<file path="config.mk">
export PLATFORM = sky130hd
export DESIGN_NAME = uhpc_top
export DESIGN_NICKNAME = d
export VERILOG_FILES = /design/src/rtl/uhpc_pkg.sv /design/src/rtl/uhpc_top.sv
export SDC_FILE = /design/constraint.sdc
export NUM_CORES = 1
export LEC_CHECK = 0
export BUFFER_PORTS_ARGS = -buffer_cell sky130_fd_sc_hd__buf_2
export CAP_MARGIN = 0
export CORE_MARGIN = 5
export CORE_UTILIZATION = 42
export DETAILED_ROUTE_END_ITERATION = 8
export GPL_TIMING_DRIVEN = 0
export SLEW_MARGIN = 20
export SYNTH_ARGS = -nofsm -noshare
export SYNTH_HDL_FRONTEND = slang
export SYNTH_SLANG_ARGS = --single-unit
</file>
<file path="constraint.sdc">
create_clock -name clock -period 2.46 [get_ports clock]
set_input_delay 0.123 -clock clock [delete_from_list [all_inputs] [get_ports clock]]
set_output_delay 0.123 -clock clock [all_outputs]
set_load 0.02 [all_outputs]
</file>
<file path="src/rtl/uhpc_pkg.sv">
// package: register map, field layout, states and timing for the host pipe control block
package uhpc_pkg;
  // ****************************************
  // register offsets
  // ****************************************
  localparam logic [3:0] OFS_CTRL = 4'h0;
  localparam logic [3:0] OFS_HCMD = 4'h1;
  localparam logic [3:0] OFS_HSTAT = 4'h2;
  localparam logic [3:0] OFS_HADDR = 4'h3;
  localparam logic [3:0] OFS_PSEL = 4'h4;
  localparam logic [3:0] OFS_PEN = 4'h5;
  localparam logic [3:0] OFS_PCFG = 4'h6;
  localparam logic [3:0] OFS_PSIZE = 4'h7;
  localparam logic [3:0] OFS_PINTV = 4'h8;
  localparam logic [3:0] OFS_STATE = 4'h9;
  // ****************************************
  // bit positions
  // ****************************************
  localparam int CTRL_ENABLE = 0;
  localparam int CTRL_HOST = 1;
  localparam int CTRL_DETACH = 2;
  localparam int CTRL_VBUS = 3;
  localparam int HCMD_RESET = 0;
  localparam int HCMD_SOF = 1;
  localparam int HCMD_RSTIE = 2;
  localparam int HST_RSTDONE = 0;
  localparam int HST_WAKEUP = 1;
  localparam int HST_CONN = 2;
  localparam int HST_DISC = 3;
  localparam int PSEL_OWNER = 6;
  localparam int PSEL_FLOW = 7;
  localparam int PEN_ENABLE = 0;
  localparam int PEN_READY = 1;
  localparam int PCFG_OK = 7;
  // ****************************************
  // reset values and codes
  // ****************************************
  localparam logic [7:0] CTRL_RST = 8'h04;
  localparam logic [1:0] TYPE_CONTROL = 2'h0;
  localparam logic [1:0] BANKS_ONE = 2'h0;
  localparam logic [1:0] TOKEN_SETUP = 2'h0;
  // ****************************************
  // timing: bus reset length
  // ****************************************
  localparam int CLK_MHZ = 40;
  localparam int BUS_RESET_US = 10000;
  localparam int BUS_RESET_CYC = BUS_RESET_US * CLK_MHZ;

  typedef enum logic [1:0] {
    ST_RESET,
    ST_IDLE,
    ST_READY,
    ST_SUSPEND
  } uhpc_state_type;

  // per-pipe configuration
  typedef struct packed {
    logic en;
    logic ok;
    logic [1:0] ptype;
    logic [1:0] token;
    logic [1:0] banks;
    logic [2:0] size;
    logic [7:0] intv;
  } uhpc_pipe_type;

  // register port request
  typedef struct packed {
    logic wr;
    logic rd;
    logic [3:0] addr;
    logic [7:0] wdata;
  } uhpc_req_type;
endpackage

</file>
<file path="src/rtl/uhpc_top.sv">
// host pipe control: states, attach, pipe select, pipe config, bus reset, address
// ****************************************
// Notes on behaviour
// detach bit resets to one
// reset state, then idle when host enabled
// suspend whenever frames are not generated
// connect when line leaves SE0 with power
// disconnect when line returns to SE0
// firmware clears owner, writes pipe index
// flow controller accesses only after flow_ready
// two pipe index registers muxed by owner
// clearing flow_ready freezes, setting resumes
// enabled valid pipe is ready for requests
// valid config: only token, interval change
// control pipe needs one bank
// disabling pipe restores its reset values
// firmware sets default pipe then resizes; the code ignores PSIZE writes while the pipe is valid
// reset command drives reset, sets done flag
// bus reset clears pipes, keeps irq enable
// reset from suspend wakes and starts frames
// written address used for all pipes
// bus reset clears target address
// clearing frame enable enters suspend
// held flow request keeps pipe state
// ****************************************
//
// The address map and the strobed register port are this design's own decisions.
`timescale 1ns/10ps
module uhpc_top #(
  parameter int NPIPE = 7,
  parameter int RESET_CYCLES = uhpc_pkg::BUS_RESET_CYC
) (
  // clock and reset
  input wire logic clock,
  input wire logic rst_n,
  // register port
  input wire uhpc_pkg::uhpc_req_type req,
  output logic [7:0] rdata_ff,
  // usb line
  input wire logic line_dp,
  input wire logic line_dm,
  output logic vbus_drive_ff,
  output logic bus_reset_drive_ff,
  output logic sof_run_ff,
  output logic [6:0] target_addr_ff,
  output logic reset_irq_ff,
  // data flow controller
  input wire logic flow_req,
  output logic flow_grant_ff,
  output logic [2:0] flow_pipe_ff,
  output logic pipe_ready_ff
);
  localparam int CW = $clog2(RESET_CYCLES + 1);

  logic [7:0] ctrl_ff;
  logic sof_ff, rstie_ff, rstcmd_ff;
  logic [3:0] flags_ff;
  logic owner_ff, flow_ready_ff;
  logic [2:0] cpu_pipe_ff, dfc_pipe_ff;
  logic [CW-1:0] rcnt_ff;
  uhpc_pkg::uhpc_state_type state_ff, nxt_state;
  uhpc_pkg::uhpc_pipe_type pipe_ff [NPIPE];
  logic se0, powered, host_on, reset_end;
  logic cpu_live, dfc_live;
  logic [3:0] nxt_flags;

  function automatic logic hit(input uhpc_pkg::uhpc_req_type r, input logic [3:0] ofs);
    hit = r.wr && (r.addr == ofs);
  endfunction

  // control bits must be valid as configured: one bank for control pipes
  function automatic logic cfg_check(input logic [1:0] t, input logic [1:0] b);
    cfg_check = (t != uhpc_pkg::TYPE_CONTROL) || (b == uhpc_pkg::BANKS_ONE);
  endfunction

  assign se0 = !line_dp && !line_dm;
  assign powered = ctrl_ff[uhpc_pkg::CTRL_VBUS];
  assign host_on = ctrl_ff[uhpc_pkg::CTRL_ENABLE] && ctrl_ff[uhpc_pkg::CTRL_HOST]
                   && !ctrl_ff[uhpc_pkg::CTRL_DETACH];
  assign reset_end = rstcmd_ff && (rcnt_ff == CW'(RESET_CYCLES - 1));
  // an index past the last pipe names no pipe, so it never counts as live
  assign cpu_live = (int'(cpu_pipe_ff) < NPIPE) && pipe_ff[cpu_pipe_ff].en && pipe_ff[cpu_pipe_ff].ok;
  assign dfc_live = (int'(dfc_pipe_ff) < NPIPE) && pipe_ff[dfc_pipe_ff].en && pipe_ff[dfc_pipe_ff].ok;

  // ****************************************
  // general control
  // ****************************************
  always_ff @(posedge clock or negedge rst_n) begin
    if (!rst_n) begin
      ctrl_ff <= uhpc_pkg::CTRL_RST;
    end else if (hit(req, uhpc_pkg::OFS_CTRL)) begin
      ctrl_ff <= {4'h0, req.wdata[3:0]};
    end
  end

  // ****************************************
  // host state machine
  // ****************************************
  always_comb begin
    nxt_state = state_ff;
    case (state_ff)
      uhpc_pkg::ST_RESET: begin
        if (host_on) begin
          nxt_state = uhpc_pkg::ST_IDLE;
        end
      end
      uhpc_pkg::ST_IDLE: begin
        if (powered && !se0) begin
          nxt_state = sof_ff ? uhpc_pkg::ST_READY : uhpc_pkg::ST_SUSPEND;
        end
      end
      uhpc_pkg::ST_READY, uhpc_pkg::ST_SUSPEND: begin
        if (se0 && !rstcmd_ff) begin
          nxt_state = uhpc_pkg::ST_IDLE;
        end else begin
          nxt_state = sof_ff ? uhpc_pkg::ST_READY : uhpc_pkg::ST_SUSPEND;
        end
      end
      default: nxt_state = uhpc_pkg::ST_RESET;
    endcase
    if (!host_on) begin
      nxt_state = uhpc_pkg::ST_RESET;
    end
  end

  always_ff @(posedge clock or negedge rst_n) begin
    if (!rst_n) begin
      state_ff <= uhpc_pkg::ST_RESET;
    end else begin
      state_ff <= nxt_state;
    end
  end

  // ****************************************
  // bus reset command and frame enable
  // ****************************************
  // the command bit stays high until the reset has gone out on the line
  always_ff @(posedge clock or negedge rst_n) begin
    if (!rst_n) begin
      rstcmd_ff <= 1'b0;
      rcnt_ff <= '0;
    end else if (reset_end) begin
      rstcmd_ff <= 1'b0;
      rcnt_ff <= '0;
    end else if (rstcmd_ff) begin
      rcnt_ff <= rcnt_ff + CW'(1);
    end else if (hit(req, uhpc_pkg::OFS_HCMD) && req.wdata[uhpc_pkg::HCMD_RESET]) begin
      rstcmd_ff <= 1'b1;
    end
  end

  always_ff @(posedge clock or negedge rst_n) begin
    if (!rst_n) begin
      sof_ff <= 1'b0;
      rstie_ff <= 1'b0;
    end else begin
      if (hit(req, uhpc_pkg::OFS_HCMD)) begin
        rstie_ff <= req.wdata[uhpc_pkg::HCMD_RSTIE];
      end
      if (reset_end) begin
        sof_ff <= 1'b1;
      end else if (hit(req, uhpc_pkg::OFS_HCMD)) begin
        sof_ff <= req.wdata[uhpc_pkg::HCMD_SOF];
      end
    end
  end

  // ****************************************
  // status flags, write one to clear, set wins
  // ****************************************
  always_comb begin
    nxt_flags = flags_ff;
    if (hit(req, uhpc_pkg::OFS_HSTAT)) begin
      nxt_flags = flags_ff & ~req.wdata[3:0];
    end
    if (reset_end) begin
      nxt_flags[uhpc_pkg::HST_RSTDONE] = 1'b1;
      if (!sof_ff) begin
        nxt_flags[uhpc_pkg::HST_WAKEUP] = 1'b1;
      end
    end
    if (state_ff == uhpc_pkg::ST_IDLE && nxt_state != uhpc_pkg::ST_IDLE && host_on) begin
      nxt_flags[uhpc_pkg::HST_CONN] = 1'b1;
    end
    if ((state_ff == uhpc_pkg::ST_READY || state_ff == uhpc_pkg::ST_SUSPEND) && nxt_state == uhpc_pkg::ST_IDLE) begin
      nxt_flags[uhpc_pkg::HST_DISC] = 1'b1;
    end
  end

  always_ff @(posedge clock or negedge rst_n) begin
    if (!rst_n) begin
      flags_ff <= 4'h0;
    end else begin
      flags_ff <= nxt_flags;
    end
  end

  // ****************************************
  // target address
  // ****************************************
  always_ff @(posedge clock or negedge rst_n) begin
    if (!rst_n) begin
      target_addr_ff <= 7'h00;
    end else if (reset_end) begin
      target_addr_ff <= 7'h00;
    end else if (hit(req, uhpc_pkg::OFS_HADDR)) begin
      target_addr_ff <= req.wdata[6:0];
    end
  end

  // ****************************************
  // pipe selection: two indices behind one field
  // ****************************************
  always_ff @(posedge clock or negedge rst_n) begin
    if (!rst_n) begin
      owner_ff <= 1'b0;
      flow_ready_ff <= 1'b0;
      cpu_pipe_ff <= 3'h0;
      dfc_pipe_ff <= 3'h0;
    end else if (hit(req, uhpc_pkg::OFS_PSEL)) begin
      owner_ff <= req.wdata[uhpc_pkg::PSEL_OWNER];
      flow_ready_ff <= req.wdata[uhpc_pkg::PSEL_FLOW];
      if (req.wdata[uhpc_pkg::PSEL_OWNER]) begin
        dfc_pipe_ff <= req.wdata[2:0];
      end else begin
        cpu_pipe_ff <= req.wdata[2:0];
      end
    end
  end

  // ****************************************
  // pipe configuration, one set per pipe
  // ****************************************
  // pipe registers are reached through the cpu index only
  for (genvar p = 0; p < NPIPE; p++) begin : g_pipe
    logic sel;
    assign sel = (cpu_pipe_ff == 3'(p));
    always_ff @(posedge clock or negedge rst_n) begin
      if (!rst_n) begin
        pipe_ff[p] <= '0;
      end else if (reset_end) begin
        pipe_ff[p] <= '0;
      end else if (sel && hit(req, uhpc_pkg::OFS_PEN)) begin
        if (!req.wdata[uhpc_pkg::PEN_ENABLE]) begin
          pipe_ff[p] <= '0;
        end else begin
          pipe_ff[p].en <= 1'b1;
          pipe_ff[p].ok <= cfg_check(pipe_ff[p].ptype, pipe_ff[p].banks);
        end
      end else if (sel && hit(req, uhpc_pkg::OFS_PCFG)) begin
        pipe_ff[p].token <= req.wdata[3:2];
        if (!pipe_ff[p].ok) begin
          pipe_ff[p].banks <= req.wdata[1:0];
          pipe_ff[p].ptype <= req.wdata[5:4];
        end
      end else if (sel && hit(req, uhpc_pkg::OFS_PSIZE) && !pipe_ff[p].ok) begin
        pipe_ff[p].size <= req.wdata[2:0];
      end else if (sel && hit(req, uhpc_pkg::OFS_PINTV)) begin
        pipe_ff[p].intv <= req.wdata;
      end
    end
  end

  // ****************************************
  // flow controller access
  // ****************************************
  // a request that arrives while flow_ready is low is simply held by the
  // requester; nothing in the pipe is touched, so the transfer resumes intact
  always_ff @(posedge clock or negedge rst_n) begin
    if (!rst_n) begin
      flow_grant_ff <= 1'b0;
      flow_pipe_ff <= 3'h0;
    end else begin
      flow_pipe_ff <= dfc_pipe_ff;
      flow_grant_ff <= flow_req && flow_ready_ff && owner_ff && dfc_live;
    end
  end

  // ****************************************
  // line and status outputs
  // ****************************************
  always_ff @(posedge clock or negedge rst_n) begin
    if (!rst_n) begin
      vbus_drive_ff <= 1'b0;
      bus_reset_drive_ff <= 1'b0;
      sof_run_ff <= 1'b0;
      reset_irq_ff <= 1'b0;
      pipe_ready_ff <= 1'b0;
    end else begin
      vbus_drive_ff <= powered && host_on;
      bus_reset_drive_ff <= rstcmd_ff && !reset_end;
      sof_run_ff <= sof_ff && !rstcmd_ff && (state_ff == uhpc_pkg::ST_READY);
      reset_irq_ff <= nxt_flags[uhpc_pkg::HST_RSTDONE] && rstie_ff;
      pipe_ready_ff <= cpu_live && (state_ff == uhpc_pkg::ST_READY);
    end
  end

  // ****************************************
  // register read, data in the following cycle
  // ****************************************
  always_ff @(posedge clock or negedge rst_n) begin
    if (!rst_n) begin
      rdata_ff <= 8'h00;
    end else if (req.rd) begin
      case (req.addr)
        uhpc_pkg::OFS_CTRL: rdata_ff <= ctrl_ff;
        uhpc_pkg::OFS_HCMD: rdata_ff <= {5'h00, rstie_ff, sof_ff, rstcmd_ff};
        uhpc_pkg::OFS_HSTAT: rdata_ff <= {4'h0, flags_ff};
        uhpc_pkg::OFS_HADDR: rdata_ff <= {1'b0, target_addr_ff};
        uhpc_pkg::OFS_PSEL: rdata_ff <= {flow_ready_ff, owner_ff, 3'h0,
                                         owner_ff ? dfc_pipe_ff : cpu_pipe_ff};
        uhpc_pkg::OFS_PEN: rdata_ff <= {6'h00, pipe_ff[cpu_pipe_ff].ok, pipe_ff[cpu_pipe_ff].en};
        uhpc_pkg::OFS_PCFG: rdata_ff <= {pipe_ff[cpu_pipe_ff].ok, 1'b0, pipe_ff[cpu_pipe_ff].ptype,
                                         pipe_ff[cpu_pipe_ff].token, pipe_ff[cpu_pipe_ff].banks};
        uhpc_pkg::OFS_PSIZE: rdata_ff <= {5'h00, pipe_ff[cpu_pipe_ff].size};
        uhpc_pkg::OFS_PINTV: rdata_ff <= pipe_ff[cpu_pipe_ff].intv;
        uhpc_pkg::OFS_STATE: rdata_ff <= {4'h0, line_dp, line_dm, 2'(state_ff)};
        default: rdata_ff <= 8'h00;
      endcase
    end else begin
      rdata_ff <= 8'h00;
    end
  end
endmodule

</file>
==> flow_summary.toml <==
[place]
placed_area_um2 = 10490
place.gp.congestion = 0.9448
numPortBuffers = 34
dp_slack_ns = -0.5915
post-dp-hpwl_um = 23840

[yosys]
synthXorXnorAreaFrac_pct = 1.511
synth_area_um2 = 9854
syn_nets = 1007
synth.mux.area_fraction_pct = 9.015
synth_top_family_by_area = "compound AO/OA/AOI/OAI gates"
synth_compound_area_share_pct = 17.85
yosysWarnings = 0
yosys.area_share.simple_pct = 17.33
synthFlopType = "dfrtp_1"
synth_edf_count = 0
synth_seq_area_share_pct = 50.04
synthAdderAreaFrac_pct = 0.1270
synth_seq_cells = 197
ys_types = 64
syn_avg_cell_area_um2 = 9.984
syn_inst = 987
synth-async-reset-ratio_pct = 100.0

[grt]
overflow = 0
grt_pass1_wl_um = 51360
grt_max_degree = 94
grt_pass1_vias = 8438
antenna_found_initial = 0
grtUsageTotal_pct = 25.49

[hold_path]
hp-class = "in2reg"

[detailed_routing]
num_vias = 8559
post_drt_wl_per_cell_um = 24.35
ant_nets = 0
drt_first_pass_iters = 8
drtIter0Drc = 1178
drcViolationCount = 0
drt-total-wl_um = 33520
viasPerCell = 6.216

[die]
fp.coreArea_um2 = 23260
num_rows = 56
die_x_um = 163.2
die_h_um = 163.2
ios = 43
die-area_um2 = 26630
start_util_pct = 42.36

[cts]
cts_buffers = 17
cts_buffer_depth = 2
clk_latency_ns = 0.45
cts_tree = "yes"
cts.sinks = 197
h-tree-depth = 4
cts.clk_slew.worst_paths_ns = 0.08
root_buffer = "clkbuf_16"

[critical_path]
crit_slowest_cell = "dfrtp_1"
critical_path.cell_chain = "buf_4, buf_2, buf_4, mux2i_1, o211ai_1, o211ai_1, a31oi_1"
endpoint_kind = "register"
timing_worst_setup_path_type = "reg2reg"
cp-endpoint = "rdata_ff[4]$_DFF_PN0_"
max_stage_delay_ns = 0.49
worstPathRequired_ns = 2.76
rr_worst_depth = 7
crit_start = "cpu_pipe_ff[0]$_DFFE_PN0P_"
r2r_end = "rdata_ff[4]$_DFF_PN0_"
crit_arrival_ns = 2.67
startpoint_type = "register"
rrSetupSlack_ns = 0.09
r2r-start = "cpu_pipe_ff[0]$_DFFE_PN0P_"
cp_max_fo = 10

[pwr]
p_int_w = 0.005627
p_leak_nw = 4.827
comb_power_share_pct = 20.1
power.density_nw_per_um2 = 731.7
p_sw_share_pct = 31.89
clock_power_share_pct = 33.7
ir_drop_v = 0.0004567
p_sw_w = 0.002635
seqPwrFrac_pct = 46.2

[sta]
post-route-period-util_pct = 96.32
slew_violations = 0
fmax_mhz = 422.0
worst_slew_pin_slew_ns = 0.8771
setup_ws_ns = 0.09041
slew_headroom_pct = 41.52
hold_violations = 0
rsz0062_at_grt = "true"
setup_viol = 0
fin_worst_skew_ns = 0.01007
fin_crit_ns = 2.370

[run_status]
status = "finished clean"

[final_layout]
layout.nets = 1065
final_area_um2 = 11290
drive_gt1_share_pct = 16.54
antennaDiodeCount = 0
syn_to_final_growth_pct = 14.59

[flow_run]
drv_cap = 0
[cell usage after synthesis, drive strengths merged, types with 3 or more instances]
| library cell | instances | area [um^2] |
|---|---|---|
| nor3b | 4 | 40.03 |
| o21ai | 29 | 145.1 |
| a32oi | 3 | 26.28 |
| mux4 | 19 | 427.9 |
| or3b | 3 | 26.28 |
| and2 | 7 | 43.80 |
| nand2b | 5 | 31.28 |
| a21oi | 43 | 215.2 |
| or2 | 5 | 31.28 |
| xor2 | 10 | 87.58 |
| or3 | 3 | 18.77 |
| o221a | 6 | 67.56 |
| and3 | 4 | 25.02 |
| buf | 35 | 221.5 |
| a32o | 3 | 30.03 |
| nor2 | 178 | 668.1 |
| o2bb2ai | 7 | 61.31 |
| clkbuf | 43 | 162.7 |
| o211ai | 23 | 172.7 |
| nor4 | 18 | 118.9 |
| nor3 | 16 | 85.08 |
| nor2b | 4 | 25.02 |
| nand3 | 14 | 70.07 |
| o22ai | 18 | 112.6 |
| mux2i | 28 | 280.3 |
| nand2 | 83 | 311.6 |
| mux2 | 16 | 180.2 |
| a31oi | 3 | 18.77 |
| a22oi | 99 | 743.2 |
| dfrtp | 196 | 4905 |
| nand4 | 11 | 68.82 |
| nand3b | 8 | 60.06 |
| xnor2 | 7 | 61.31 |
| inv | 6 | 22.52 |
[logic make-up (layout without fill, tap and decap cells)]
group	count (synthesis)	count (layout)
compound gates	253	253
xor+xnor	17	17
fa+ha+maj	1	1
buf+inv	84	155
flops	197	197
mux	63	63
simple gates	372	372
[timing repair]
item                                    in CTS  in global routing
setup buffers                                0                  3
hold buffers                                 2                  0
gates resized for setup                     31                 17
endpoints found under the setup margin     139                105
pin swaps                                    0                  2
endpoints found under the hold margin      104                  0
[per-layer routing]
metal  share of wire (%)  routed length [um]  global-route usage (%)  vias up
met5                   0                   0                       0        -
met4                 4.3                1458                   11.28        0
met3                 8.6                2890                   5.728      102
met2                  45               14980                   39.25      489
met1                  42               14200                   34.69     4243
li1                    -                   -                       -     3725
[power groups by stage]
stage               Sequential, W  Combinational, W  Clock, W
floorplan                 0.00381          0.000993         0
global placement          0.00385           0.00155         0
detailed placement        0.00386           0.00158         0
CTS                       0.00380           0.00161   0.00280
global route              0.00384           0.00178   0.00294
finish                    0.00382           0.00166   0.00278
[final cells by class]
class,instances,area (um^2)
fill,2195,11970
inverter,6,22.52
tap,319,399.1
multi-input combinational,706,4653
clock inverter,13,123.9
timing repair buffer,41,277.8
sequential,197,4931
buffer,76,441.7
clock buffer,19,442.9
[state kept, by name, indices dropped and copies added (netlist names)]
| register | cells |
|---|---|
| vbus_drive_ff | 1 |
| sof_ff | 1 |
| sof_run_ff | 1 |
| dfc_pipe_ff | 3 |
| pipe_ready_ff | 1 |
| rdata_ff | 8 |
| pipe_ff | 133 |
| rstcmd_ff | 1 |
| state_ff | 2 |
| reset_irq_ff | 1 |
| bus_reset_drive_ff | 1 |
| flow_grant_ff | 1 |
| flow_pipe_ff | 3 |
| flow_ready_ff | 1 |
| ctrl_ff | 4 |
| cpu_pipe_ff | 3 |
| rstie_ff | 1 |
| flags_ff | 4 |
| owner_ff | 1 |
| rcnt_ff | 19 |
| target_addr_ff | 7 |
[through the flow]
step	instances	hold WS (ns)	utilization [%]	TNS, ns	total power, W
after detailed placement	1342	-0.01881	45.09	-15.48	0.005436
after global placement	1340	0.3571	44.81	-431.30	0.005401
after CTS	1375	0.002759	48.13	0	0.008211
final	1377	0.02014	48.54	0	0.008262
after global routing	1377	0.02787	48.54	-0.02594	0.008561
after floorplan	987	-0.1726	-	0	0.004804
[critical path, delay by kind of cell, from the launching register on]
| family | cells | cell delay (ns) |
|---|---|---|
| AOI/OAI and AO/OA | 3 | 0.49 |
| buffers and inverters | 3 | 0.98 |
| muxes | 1 | 0.25 |
| DFF | 1 | 0.49 |
[layout by cell type, fill, tap and decap left out, types with 13 or more instances in the layout]
master     count
o22ai_1       18
mux2i_1       28
nor2_1       177
mux4_2        19
nor3_1        15
clkbuf_16     17
buf_2         42
nor4_2        13
buf_4         14
o211ai_1      23
a22oi_1       99
nand2_1       83
a21oi_1       43
dfrtp_1      196
o21ai_0       29
mux2_2        16
nand3_1       14
clkbuf_1      40
[worst min path at each step]
stage	start	endpoint	slack (ns)	cells past startpoint
5_1_grt	line_dm	state_ff[0]$_DFF_PN0_	0.03	4
3_3_place_gp	dfc_pipe_ff[0]$_DFFE_PN0P_	flow_pipe_ff[0]$_DFF_PN0_	0.36	0
2_1_floorplan	rst_n	bus_reset_drive_ff$_DFF_PN0_	-0.17	0
3_5_place_dp	rst_n	rcnt_ff[14]$_DFFE_PN0P_	-0.02	1
6_report	line_dm	state_ff[0]$_DFF_PN0_	0.02	4
4_1_cts	line_dm	state_ff[0]$_DFF_PN0_	0.003	4
Power figures use the tool's default switching activity.
